## config.mk

```make
export PLATFORM = sky130hd
export DESIGN_NAME = sidc_cmd_handler
export DESIGN_NICKNAME = d
export VERILOG_FILES = /design/src/rtl/sidc_pkg.sv /design/src/rtl/sidc_crc8.sv /design/src/rtl/sidc_cmd_handler.sv
export VERILOG_INCLUDE_DIRS = /design/src /design/src/rtl
export SDC_FILE = /design/constraint.sdc
export NUM_CORES = 1
export LEC_CHECK = 0
export BUFFER_PORTS_ARGS = -buffer_cell sky130_fd_sc_hd__buf_2
export CAP_MARGIN = 15
export CORE_ASPECT_RATIO = 1.1
export CORE_MARGIN = 5
export CORE_UTILIZATION = 25
export CTS_CLUSTER_DIAMETER = 30
export DETAILED_ROUTE_END_ITERATION = 12
export GPL_TIMING_DRIVEN = 0
export PLACE_DENSITY_LB_ADDON = 0.3
export REMOVE_ABC_BUFFERS = 1
export SLEW_MARGIN = 20
export SYNTH_ARGS = -nofsm -noshare
export SYNTH_HDL_FRONTEND = slang
export SYNTH_HIERARCHICAL = 1
export SYNTH_SLANG_ARGS = --single-unit
```

## constraint.sdc

```tcl
create_clock -name clk -period 3.4 [get_ports clk]
set_input_delay 0.68 -clock clk [delete_from_list [all_inputs] [get_ports clk]]
set_output_delay 0.68 -clock clk [all_outputs]
set_load 0.005 [all_outputs]
```

## src/rtl/sidc_cfg.svh

```systemverilog
/*
 Constants of the maintenance command handler: command codes, response lengths,
 checksum parameters and command durations.
 Assumes a 100 MHz clock; included by bare name.
*/
`ifndef SIDC_CFG_SVH
`define SIDC_CFG_SVH
`define SIDC_CMD_GET_ID 16'h3682
`define SIDC_CMD_SELFTEST 16'h3639
`define SIDC_CMD_RESTORE 16'h3632
`define SIDC_LEN_ID 4'h9
`define SIDC_LEN_SELFTEST 4'h3
`define SIDC_CRC_POLY 8'h31
`define SIDC_CRC_INIT 8'hFF
`define SIDC_CLK_MHZ 100
`define SIDC_T_ID_MS 1
`define SIDC_T_SELFTEST_MS 5500
`define SIDC_T_RESTORE_MS 1200
`define SIDC_CYC_ID (`SIDC_T_ID_MS * 1000 * `SIDC_CLK_MHZ)
`define SIDC_CYC_SELFTEST (`SIDC_T_SELFTEST_MS * 1000 * `SIDC_CLK_MHZ)
`define SIDC_CYC_RESTORE (`SIDC_T_RESTORE_MS * 1000 * `SIDC_CLK_MHZ)
`endif

```

## src/rtl/sidc_pkg.sv

```systemverilog
/*
 Types shared by the maintenance command handler.
 Assumes nothing of its surroundings.
*/
package sidc_pkg;
    // Command word from the bus target front end.
    typedef struct packed {
        logic valid;
        logic [15:0] word;
    } sidc_cmd_t;
    // Read byte answer toward the bus target front end.
    typedef struct packed {
        logic valid;
        logic [7:0] data;
        logic last;
    } sidc_rbyte_t;
    typedef enum logic [1:0] {SIDC_OP_NONE, SIDC_OP_ID, SIDC_OP_SELFTEST, SIDC_OP_RESTORE}
        sidc_op_t;
endpackage : sidc_pkg

```

## src/rtl/sidc_crc8.sv

```systemverilog
/*
 Checksum over one data word, combinational.
 Assumes the word is presented most significant byte first.
*/
`timescale 1ns/10ps
`include "sidc_cfg.svh"
module sidc_crc8 (
    // Data word in.
    input wire logic [15:0] word,
    // Checksum out.
    output logic [7:0] crc
);
    // Bitwise shift over both bytes, high byte first.
    always_comb begin
        logic [7:0] c;
        c = `SIDC_CRC_INIT;
        for (int i = 15; i >= 0; i--) begin
            if (c[7] ^ word[i]) begin
                c = {c[6:0], 1'b0} ^ `SIDC_CRC_POLY;
            end else begin
                c = {c[6:0], 1'b0};
            end
        end
        crc = c;
    end
endmodule : sidc_crc8

```

## src/rtl/sidc_cmd_handler.sv

```systemverilog
/*
 Handler for three maintenance commands: read identifier, self check and restore
 defaults. It sits behind a bus target front end that delivers 16-bit command
 words and asks for read bytes one at a time, drives the self check engine through
 simple start and done signals, and pulses the start of the nonvolatile restore engine.
 Assumes all inputs are synchronous to clk.
*/
// Functional notes
// - Command 0x3682 makes the identifier readable within 1 ms.
// - The identifier reply is nine bytes, three words each followed by its checksum.
// - The words go out most significant first so they form the 48-bit identifier.
// - Command 0x3639 runs a self check including supply and waits 5500 ms.
// - The self check reply is one result word plus checksum, zero meaning no fault.
// - Command 0x3632 restores nonvolatile defaults within 1200 ms with no reply.
// - Restore also clears forced_recalibration and automatic_baseline_correction history.
// - Each checksum is CRC-8 with polynomial 0x31, init 0xFF, over the two prior bytes.
`timescale 1ns/10ps
`include "sidc_cfg.svh"
module sidc_cmd_handler #(
    parameter logic [47:0] UNIQUE_ID = 48'h0123_4567_89AB, // Arbitrary value.
    parameter int unsigned CYC_ID = `SIDC_CYC_ID,
    parameter int unsigned CYC_SELFTEST = `SIDC_CYC_SELFTEST,
    parameter int unsigned CYC_RESTORE = `SIDC_CYC_RESTORE
) (
    // Clock, reset and enable.
    input wire logic clk,
    input wire logic srst,
    input wire logic ce,
    // Command words from the target front end.
    input wire sidc_pkg::sidc_cmd_t cmd,
    // Read byte handshake with the target front end.
    input wire logic rd_req,
    output logic rd_ack,
    output sidc_pkg::sidc_rbyte_t rd_byte,
    output logic busy,
    // Self check engine.
    output logic selftest_start,
    input wire logic selftest_done,
    input wire logic [15:0] selftest_result,
    // Nonvolatile restore engine.
    output logic restore_start,
    output logic clear_forced_recalibration,
    output logic clear_automatic_baseline_correction
);
    typedef enum logic [1:0] {ST_IDLE, ST_EXEC, ST_READY} sidc_state_t;

    sidc_state_t state_r;
    sidc_pkg::sidc_op_t op_r;
    logic [31:0] timer_r;
    logic [15:0] result_r;
    logic st_done_r;
    logic [3:0] idx_r;
    logic [3:0] len_r;
    logic [15:0] cur_word;
    logic [7:0] cur_crc;
    logic [1:0] word_sel;
    logic [7:0] byte_val;

    // A word index from a byte index: three bytes per word.
    function automatic logic [1:0] word_of(input logic [3:0] idx);
        word_of = (idx < 4'h3) ? 2'h0 : (idx < 4'h6) ? 2'h1 : 2'h2;
    endfunction : word_of

    // Read is accepted only with a reply pending and no command running.
    // A frozen clock enable or a new command word declines it, so no byte is lost.
    assign rd_ack = ce && rd_req && !cmd.valid && (state_r == ST_READY);
    assign busy = (state_r == ST_EXEC);

    // Word currently being sent, high word of the identifier first.
    assign word_sel = word_of(idx_r);
    always_comb begin
        cur_word = result_r;
        if (op_r == sidc_pkg::SIDC_OP_ID) begin
            unique case (word_sel)
                2'h0: cur_word = UNIQUE_ID[47:32];
                2'h1: cur_word = UNIQUE_ID[31:16];
                default: cur_word = UNIQUE_ID[15:0];
            endcase
        end
    end

    sidc_crc8 u_crc (
        .word(cur_word),
        .crc(cur_crc)
    );

    // Byte within the word, checksum after each word.
    always_comb begin
        unique case (idx_r - 4'(word_sel) * 4'h3)
            4'h0: byte_val = cur_word[15:8];
            4'h1: byte_val = cur_word[7:0];
            default: byte_val = cur_crc;
        endcase
    end

    // Command decode, execution timing and reply bookkeeping.
    always_ff @(posedge clk) begin
        if (srst) begin
            state_r <= ST_IDLE;
            op_r <= sidc_pkg::SIDC_OP_NONE;
            timer_r <= 32'h0;
            idx_r <= 4'h0;
            len_r <= 4'h0;
            result_r <= 16'h0;
            st_done_r <= 1'b0;
        end else if (ce) begin
            if (cmd.valid && state_r != ST_EXEC) begin
                // Command words carry no checksum, so they act at once.
                idx_r <= 4'h0;
                unique case (cmd.word)
                    `SIDC_CMD_GET_ID: begin
                        state_r <= ST_EXEC;
                        op_r <= sidc_pkg::SIDC_OP_ID;
                        timer_r <= 32'(CYC_ID - 1);
                        len_r <= `SIDC_LEN_ID;
                    end
                    `SIDC_CMD_SELFTEST: begin
                        state_r <= ST_EXEC;
                        op_r <= sidc_pkg::SIDC_OP_SELFTEST;
                        timer_r <= 32'(CYC_SELFTEST - 1);
                        len_r <= `SIDC_LEN_SELFTEST;
                        st_done_r <= 1'b0;
                        result_r <= 16'hFFFF;
                    end
                    `SIDC_CMD_RESTORE: begin
                        state_r <= ST_EXEC;
                        op_r <= sidc_pkg::SIDC_OP_RESTORE;
                        timer_r <= 32'(CYC_RESTORE - 1);
                        len_r <= 4'h0;
                    end
                    default: begin
                        state_r <= ST_IDLE;
                        op_r <= sidc_pkg::SIDC_OP_NONE;
                    end
                endcase
            end else if (state_r == ST_EXEC) begin
                if (op_r == sidc_pkg::SIDC_OP_SELFTEST && selftest_done && !st_done_r) begin
                    result_r <= selftest_result;
                    st_done_r <= 1'b1;
                end
                if (timer_r != 32'h0) begin
                    timer_r <= timer_r - 32'h1;
                end else if (op_r == sidc_pkg::SIDC_OP_RESTORE) begin
                    state_r <= ST_IDLE;
                end else begin
                    state_r <= ST_READY;
                end
            end else if (rd_ack) begin
                idx_r <= idx_r + 4'h1;
                if (idx_r + 4'h1 == len_r) begin
                    state_r <= ST_IDLE;
                end
            end
        end
    end

    // Read data register and engine start pulses.
    always_ff @(posedge clk) begin
        if (srst) begin
            rd_byte <= '0;
            selftest_start <= 1'b0;
            restore_start <= 1'b0;
            clear_forced_recalibration <= 1'b0;
            clear_automatic_baseline_correction <= 1'b0;
        end else if (ce) begin
            rd_byte.valid <= rd_ack;
            rd_byte.data <= rd_ack ? byte_val : 8'h00;
            rd_byte.last <= rd_ack && (idx_r + 4'h1 == len_r);
            selftest_start <= cmd.valid && state_r != ST_EXEC
                && cmd.word == `SIDC_CMD_SELFTEST;
            restore_start <= cmd.valid && state_r != ST_EXEC
                && cmd.word == `SIDC_CMD_RESTORE;
            clear_forced_recalibration <= cmd.valid && state_r != ST_EXEC
                && cmd.word == `SIDC_CMD_RESTORE;
            clear_automatic_baseline_correction <= cmd.valid && state_r != ST_EXEC
                && cmd.word == `SIDC_CMD_RESTORE;
        end
    end
endmodule : sidc_cmd_handler

```

== After elaboration in Yosys (flattened, before gate mapping) ==
Cells that the tools add are included.
Word-level totals
  register bits: 73
  word-level logic and storage cells: 138
  bits of input ports: 38
  output and inout bits: 16
Cells by class
  reductions and logical operators: 28
  magnitude comparators: 2
  $add $sub $neg: 3
  mux-type cells: 46
  multiply operators: 1
  bitwise gates (word level): 30
  equality and inequality tests: 16
Operators with widths (count)
  $mux 32: 3
  $mux 6: 16
  $pmux 32 s3: 1
  $mux 16: 5
  $eq 16x14->1 const B: 3
  $not 3->3: 15
  $pmux 16 s2: 1
  $reduce_bool 32->1: 1
  $sub 32x1->32 const B: 1
  $mux 2: 8
  $pmux 8 s2: 1
  $xor 1x1->1: 13
  $mux 4: 3
  $pmux 4 s3: 1
  $reduce_and 4->1: 3
  $logic_and 1x1->1: 9
  $reduce_bool 3->1: 3
  $mux 8: 1
  $reduce_bool 2->1: 4
  $eq 2x1->1 const B: 3
  $eq 2x2->1 const B: 3
  $ne 2x1->1 const B: 3
  $pmux 2 s3: 1
  $reduce_and 3->1: 2
  16 further kinds: 22

== Depth between registers and ports, before layout ==
Gate-level depths: netlist (run 1).
  word-level depth: 39
  depth in mapped cells: 13
  gate-level depth less buffers: 12

== Hierarchy ==
Netlist (run 1), hierarchy kept.
By module, submodules not included
  sidc_cmd_handler: instances 1, cells an instance 502, seq. area each 1441.4 µm², area each 4085.2 µm²
  sidc_crc8: instances 1, cells an instance 34, seq. area each 0.0 µm², area each 382.9 µm²

== Worst setup path before layout (run 1) ==
No wires, ideal clock.
  path type: reg2reg
  start point: reg idx_r[1]
  end point: reg rd_byte[5] in the netlist's numbering
  data arrival time: 2883 ps
  library setup time: 133 ps
  period minus slack after synthesis: 3017 ps
  cell stages (with the launch flop): 14
  path buffers: 1
  required time: 3267 ps
  path slack: 383 ps
  cells stage by stage: dfxtp_1 > ha_1 > nand2b_1 > a21oi_1 > ha_1 > inv_1 > ha_1 > nor2_1 > fa_1 > xor2_1 > and4b_1 > buf_1 > mux2i_1 > o221ai_1
On the way
  word-level cells in the longest chain between the ends: 25
  elaborated cells on any way between the ends: 52
  classes of those cells: add/sub (1); mul (1); order compare (2); eq/ne (2); mux (22); bitwise (22); reduce/logical (2)
Ends and longest elaborated chain
  from (decl): RTL line sidc_cmd_handler.sv:52  | logic [3:0] idx_r;
  from (signal assigned): RTL line sidc_cmd_handler.sv:149  | idx_r <= idx_r + 4'h1;
  $lt 4x3->1: RTL line sidc_cmd_handler.sv:61  | word_of = (idx < 4'h3) ? 2'h0 : (idx < 4'h6) ? 2'h1 : 2'h2;
  $mux 2 (2 in a row): RTL line sidc_cmd_handler.sv:61
  $eq 2x1->1 / $logic_not 2->1 (equally long branches): RTL line sidc_cmd_handler.sv:74  | unique case (word_sel)
  $pmux 16 s2: RTL line sidc_cmd_handler.sv:74
  $mux 16: RTL line sidc_cmd_handler.sv:73  | if (op_r == sidc_pkg::SIDC_OP_ID) begin
  $mux 6: RTL line sidc_crc8.sv:18  | if (c[7] ^ word[i]) begin
  $xor 1x1->1 / $mux 6 (equally long branches): RTL line sidc_crc8.sv:18
  $mux 6 (2 in a row): RTL line sidc_crc8.sv:18
  [4 not listed]
  $not 3->3 (no source line) / $xor 1x1->1 (equally long branches)
  $mux 6: RTL line sidc_crc8.sv:18
  $xor 1x1->1: RTL line sidc_crc8.sv:18
  $mux 6 (4 in a row): RTL line sidc_crc8.sv:18
  $not 3->3 (no source line)
  $mux 6: RTL line sidc_crc8.sv:18
  $pmux 8 s2 *: RTL line sidc_cmd_handler.sv:89  | unique case (idx_r - 4'(word_sel) * 4'h3)
  $mux 8 *: RTL line sidc_cmd_handler.sv:167  | rd_byte.data <= rd_ack ? byte_val : 8'h00;
  to (decl): RTL line sidc_cmd_handler.sv:34  | output sidc_pkg::sidc_rbyte_t rd_byte,
Every way passes the cells marked *; elsewhere a longest branch is shown, timed or not.
A chain may end at the register's enable or synchronous reset.

== Worst setup path in the final report (run 1) ==
  start point: reg state_r[1]
  end point: reg timer_r[31]
On the way
  word-level cells in the longest chain between the ends: 4
  elaborated cells on any way between the ends: 8
  classes of those cells: eq/ne (3); mux (1); reduce/logical (4)
Ends and longest elaborated chain
  from (decl): RTL line sidc_cmd_handler.sv:47  | sidc_state_t state_r;
  from (signal assigned): RTL line sidc_cmd_handler.sv:99  | state_r <= ST_IDLE;
  from (signal assigned): RTL line sidc_cmd_handler.sv:112  | state_r <= ST_EXEC;
  from (signal assigned): RTL line sidc_cmd_handler.sv:118  | state_r <= ST_EXEC;
  $ne 2x1->1: RTL line sidc_cmd_handler.sv:107  | if (cmd.valid && state_r != ST_EXEC) begin
  $logic_and 1x1->1: RTL line sidc_cmd_handler.sv:107
  $ne 4x1->1 (no source line) / $reduce_bool 2->1 (equally long branches)
  $reduce_and 4->1 (no source line)
  to (signal assigned): RTL line sidc_cmd_handler.sv:114  | timer_r <= 32'(CYC_ID - 1);
  to (signal assigned): RTL line sidc_cmd_handler.sv:120  | timer_r <= 32'(CYC_SELFTEST - 1);
  to (signal assigned): RTL line sidc_cmd_handler.sv:128  | timer_r <= 32'(CYC_RESTORE - 1);
  to (decl): RTL line sidc_cmd_handler.sv:49  | logic [31:0] timer_r;
Parallel ways exist; a longest one is shown, timed or not.

==> results of run 1 <==
[stage by stage]
step	setup slack (ns)	setup TNS (ns)	area, sq um
finish	0.2184	0	5285
global route	0.01221	0	5285
CTS	0.09829	0	5276
detailed placement	-0.2558	-1.638	4888
global placement	-0.4386	-7.966	4870
floorplan	0.4127	0	4307
[report_power, final]
part,switching (mW),total [mW],internal (mW)
Clock,0.373,1.24,0.864
Sequential,0.0137,0.871,0.857
Combinational,0.216,0.341,0.125
Total,0.602,2.45,1.85
[kinds of logic after synthesis]
kind of cell / share of synthesized area (%)
simple gates: 23.21
compound gates: 21.37
flops: 32.26
buf+inv: 5.377
xor+xnor: 11.71
mux: 3.388
fa+ha+maj: 2.688
[registers in the layout, indices dropped and copies added (netlist names)]
| register | flops |
|---|---|
| st_done_r | 1 |
| rd_byte | 10 |
| len_r | 3 |
| idx_r | 4 |
| state_r | 2 |
| selftest_start | 1 |
| clear_automatic_baseline_correction | 1 |
| timer_r | 32 |
| op_r | 2 |
| result_r | 16 |
[repair_timing]
action / CTS / global route
pin swaps: 0 / 0
endpoints found under the setup margin: 8 / 3
gates resized for setup: 3 / 3
[cell usage after synthesis, types with 2 or more instances]
library cell | count | share of area, %
nand3b_1 | 2 | 0.34
buf_4 | 5 | 0.84
dfxtp_1 | 72 | 32
nand2_1 | 41 | 3.4
nand2b_1 | 8 | 1.1
nand3_1 | 8 | 0.90
nand4_1 | 5 | 0.70
nor3b_1 | 3 | 0.50
buf_1 | 2 | 0.17
o32ai_1 | 4 | 0.78
nor2b_1 | 2 | 0.28
or4_4 | 2 | 0.50
or3_1 | 12 | 1.7
ha_1 | 8 | 2.2
o221a_2 | 16 | 4.0
clkbuf_1 | 24 | 2.0
nor4b_1 | 2 | 0.39
xnor2_1 | 37 | 7.3
a22o_1 | 4 | 0.78
o22ai_1 | 3 | 0.42
buf_2 | 3 | 0.34
or4_1 | 10 | 1.7
o31ai_1 | 4 | 0.67
nor3_2 | 2 | 0.45
o21ai_1 | 7 | 0.78
and2_1 | 7 | 0.98
a21o_1 | 5 | 0.84
nor4_1 | 9 | 1.3
a32oi_1 | 2 | 0.39
inv_1 | 20 | 1.7
mux2i_1 | 14 | 3.1
o21ai_0 | 20 | 2.2
o21a_1 | 9 | 1.5
nor3_1 | 22 | 2.5
nor2_1 | 43 | 3.6
a211oi_1 | 4 | 0.67
a31oi_1 | 3 | 0.42
a21oi_1 | 49 | 5.5
xor2_1 | 7 | 1.4
or2_2 | 4 | 0.56
[critical path, cell delays in order (launching register included)]
cell and delay [ns]:
dfxtp_1 0.36, nand2b_1 0.23, and2_1 0.90, o41ai_4 0.33, or2_2 0.57, or4_1 0.54
a21oi_1 0.15
[cell type report]
class / count / area (sq um) / share of cell area, %
Clock inverter: 6 / 155.1 / 2.936
Clock buffer: 10 / 229.0 / 4.332
Multi-Input combinational cell: 408 / 2816 / 53.29
Timing Repair Buffer: 53 / 265.3 / 5.019
Sequential cell: 72 / 1443 / 27.30
Tap cell: 238 / 297.8 / 5.634
Inverter: 21 / 78.83 / 1.491
[path summary, 6_finish.rpt]
kind	start	depth (start not counted)	to
max reg2reg	state_r[1]	6	timer_r[31]
max	state_r[1]	6	timer_r[31]
min reg2reg	st_done_r	2	st_done_r
min	st_done_r	2	st_done_r
[routing by layer]
layer	GRT usage (%)	vias up	wire [microns]
li1	-	2013	-
met1	13.85	1882	5276
met2	22.19	81	6474
met3	3.376	12	560
met4	3.293	0	159
met5	0	-	0
==> impl_metrics.ini, run 1 <==
[run_status]
status = complete, no violations

[route]
firstDrtPassIters = 5
antenna_left = 0
vias = 3988
drcViolationCount = 0
routed_wl_microns = 12470
wl_per_cell_microns = 15.43
via_per_inst = 4.936
first_iter_violations = 275

[grt]
overflow = 0
grt_pass1_vias = 3976
grt_max_degree = 46
grt_usage_pct = 12.19
grt_antenna_before_repair = 0
grt_pass1_wl_microns = 20040

[sta]
finalMaxSlewViolations = 0
skew_ns = 0.005964
max_freq_mhz = 314.3
rsz0062_at_grt = no
finalCritPeriodShare_pct = 93.58
worst_pin_slew_ns = 1.111
setup_viol = 0
finalHoldViolCount = 0
holdWs_ns = 0.4567
fin_crit_ns = 3.182
slew_headroom_pct = 25.91

[clocking]
clk_pin_slew_ns = 0.06
htree_levels = 3
cts_sinks = 72
tritoncts = yes
clk_latency_ns = 0.34
cts-root-buf = clkbuf_16
cts_made_buffers = 9
clock_path_buffers = 2
ctsHoldBuffers = 0
cts_setup_buffers = 0

[placed_design]
portBuffers = 53
dp_hpwl_microns = 8890
place.gp.congestion = 0.8547
post-place-cells = 792

[die]
die_w_microns = 137.5
die_area_sq_um = 20650
start_util_pct = 25.37
rows = 51
die_h_microns = 150.2
ioPinCount = 54
core_sq_um = 17610

[layout]
final_net_count = 612
mostFrequentLayoutCells = dfxtp_1 (71), buf_2 (53), a21oi_1 (49)
final_common_cell = dfxtp_1
fillCellCount = 1900
drive_gt1_share_pct = 18.95
synthToLayoutAreaGrowth_pct = 18.29
diodes = 0
fin_util_pct = 30.01
final_cell_count_no_fill = 808

[critical_path]
crit_type = flop to flop
cp_data_required_time_ns = 3.67
critPathCaptureType = flop
r2r_setup_slack_ns = 0.22
cp-start-kind = flop
path_max_fanout = 28
critPathArrivalTime_ns = 3.45

[synth]
synth_edf_count = 0
ys_ff_latch = 72
synthDistinctLibCells = 72
yosys_warnings = 6
synth_flop_cell = dfxtp_1
syn_area_per_cell_sq_um = 8.336
syn_area_sq_um = 4468
synthArstFlopShare_pct = 0
yosysSeqAreaShare_pct = 32.26
synth_cells = 536

[power_and_ir_drop]
power_density_nw_per_um2 = 463.4
leakage_nw = 2.163
total_power_mw = 2.449
vdd_drop_max_mv = 0.3332

[worst_hold_path]
min_path_type = flop to flop

[job]
cap_violations = 0
Power figures use the tool's default switching activity.
==> run 2, diff against run 1 <==
- CAP_MARGIN: 15 -> unset
- CELL_PAD_IN_SITES_DETAIL_PLACEMENT: unset -> 1
- CELL_PAD_IN_SITES_GLOBAL_PLACEMENT: unset -> 2
- SETUP_SLACK_MARGIN: unset -> 0.15
==> run 2 against run 1 <==
  * Non-clock buffer count grew 6
  * Count of clock-buffer cells in the layout stayed put
  * Clock skew rose by 0.0052 ns
  * Power down 4.2%
  * Sequential cell count unchanged
  * Global-route usage increased by 2.5 points
  * Hold slack better by 0.0040 ns
  * Largest power group unchanged
==> impl_metrics.ini, run 2 (synthesis gave the netlist of run 1 again) <==
[sta]
worst_pin_slew_ns = 1.014
holdWs_ns = 0.4608
max_freq_mhz = 319.5
rsz0062_at_grt = yes
finalHoldViolCount = 0
setup_viol = 0
slew_headroom_pct = 32.42
fin_crit_ns = 3.130
finalMaxSlewViolations = 0
skew_ns = 0.01112
finalCritPeriodShare_pct = 92.07

[clocking]
cts-root-buf = clkbuf_16
ctsHoldBuffers = 0
clk_latency_ns = 0.35
tritoncts = yes
clk_pin_slew_ns = 0.06
clock_path_buffers = 2
htree_levels = 3
cts_sinks = 72
cts_made_buffers = 9

[placed_design]
portBuffers = 53
dpl_cell_area_sq_um = 4892
dp_hpwl_microns = 10530
place.gp.congestion = 0.7911

[die]
die_h_microns = 150.2
die_w_microns = 137.5
start_util_pct = 25.37
ioPinCount = 54
die_area_sq_um = 20650
rows = 51
core_sq_um = 17610

[power_and_ir_drop]
seqPwrFrac_pct = 37.1
leakage_nw = 2.173
sw_frac_of_total_pct = 27.43
switchingPower_mw = 0.6438
power_density_nw_per_um2 = 439.6
power.share.clock_pct = 47.3
internal_power_mw = 1.703
comb_power_share_pct = 15.6
total_power_mw = 2.347
vdd_drop_max_mv = 0.2313

[critical_path]
path_max_fanout = 13
cp-start-kind = flop
cp-startpoint = op_r[1]
r2r_setup_slack_ns = 0.27
rr_worst_depth = 9
timing.rr.start = op_r[1]
cp_data_required_time_ns = 3.62
cp_slowest_cell = xnor3_2
crit_type = flop to flop
crit-reg2reg-capture = rd_byte[5]
critPathCaptureType = flop
crit_chain = nand2b_2 -> or2_2 -> o21a_1 -> xnor2_2 -> xor3_2 -> xnor3_2 -> xor2_1 -> mux2i_1 -> o221ai_1
cpPeakStageDelay_ns = 0.45
critPathArrivalTime_ns = 3.35

[layout]
fillCellCount = 2125
final_net_count = 619
mostFrequentLayoutCells = dfxtp_1 (70), buf_2 (53), a21oi_1 (48)
top_register = timer_r
largest_reg_flops = 32
synthToLayoutAreaGrowth_pct = 19.49
diodes = 0
drive_gt1_share_pct = 21.49
reg_top3 = timer_r (32), result_r (16), rd_byte (10)
final_common_cell = dfxtp_1
fin_area_sq_um = 5339
fin_util_pct = 30.31

[worst_hold_path]
hp-start = st_done_r
min_path_cells = 2
holdPathEnd = st_done_r
min_path_type = flop to flop

[grt]
grt_pass1_wl_microns = 23460
overflow = 0
grt_usage_pct = 14.65
grt_max_degree = 46
grt_pass1_vias = 4470
grt_antenna_before_repair = 0

[route]
routed_wl_microns = 14770
firstDrtPassIters = 4
wl_per_cell_microns = 18.12
first_iter_violations = 172
vias = 4146
antenna_left = 0
drcViolationCount = 0
via_per_inst = 5.087

[run_status]
status = complete, no violations

[job]
cap_violations = 0
[run 2: worst max-delay path: cells and delay by family (launching register included)]
family / cells / cell delay [ns]
flip-flops: 1 / 0.35
multiplexers: 1 / 0.17
AO/OA/AOI/OAI: 2 / 0.37
XOR/XNOR: 4 / 1.34
AND/OR/NAND/NOR: 2 / 0.79
[run 2: timing repair]
action                     in CTS  in global routing
pin swaps                       0                  3
resized for setup               8                  6
setup endpoints to repair      29                 36
setup buffers                   0                  6
gates cloned                    0                  1
[run 2: per-stage QoR]
| step | std cells | TNS [ns] | worst slack [ns] |
|---|---|---|---|
| 2_1_floorplan | 501 | 0 | 0.4127 |
| 3_3_place_gp | 792 | -16.03 | -0.6905 |
| 3_5_place_dp | 792 | -6.863 | -0.3388 |
| 4_1_cts | 808 | 0 | 0.1736 |
| 5_1_grt | 815 | 0 | 0.1211 |
| 6_report | 815 | 0 | 0.2698 |
[run 2: final cells by class]
cell class	instances	area, sq um	share of cell area, %
clock buffers	10	229.0	4.289
clock inverters	6	107.6	2.015
inverters	21	82.58	1.547
multi-input cells	409	2868	53.71
flip-flops and latches	72	1444	27.04
well taps	238	297.8	5.578
repair buffers	59	310.3	5.812
[run 2: worst max-delay path by stage]
stage,cells after the start,slack [ns],to
after floorplan,6,0.41,timer_r[6]
after global placement,6,-0.69,timer_r[25]
after detailed placement,7,-0.34,timer_r[31]
after CTS,12,0.17,rd_byte[5]
after global routing,10,0.12,rd_byte[5]
final,9,0.27,rd_byte[5]
[run 2: power groups by stage]
stage / sequential, mW / clock (mW) / combinational (mW)
2_1_floorplan: 0.886 / 0 / 0.231
3_3_place_gp: 0.889 / 0 / 0.349
3_5_place_dp: 0.890 / 0 / 0.360
4_1_cts: 0.871 / 1.15 / 0.363
5_1_grt: 0.873 / 1.17 / 0.408
6_report: 0.872 / 1.11 / 0.366
[run 2: routing by layer]
layer / GRT usage [%] / vias to the layer above / part of all wire [%]
met5: 0 / - / 0
met4: 5.240 / 0 / 1.7
met3: 2.841 / 14 / 3.5
met2: 25.73 / 60 / 50
met1: 17.66 / 2049 / 44
li1: - / 2023 / -
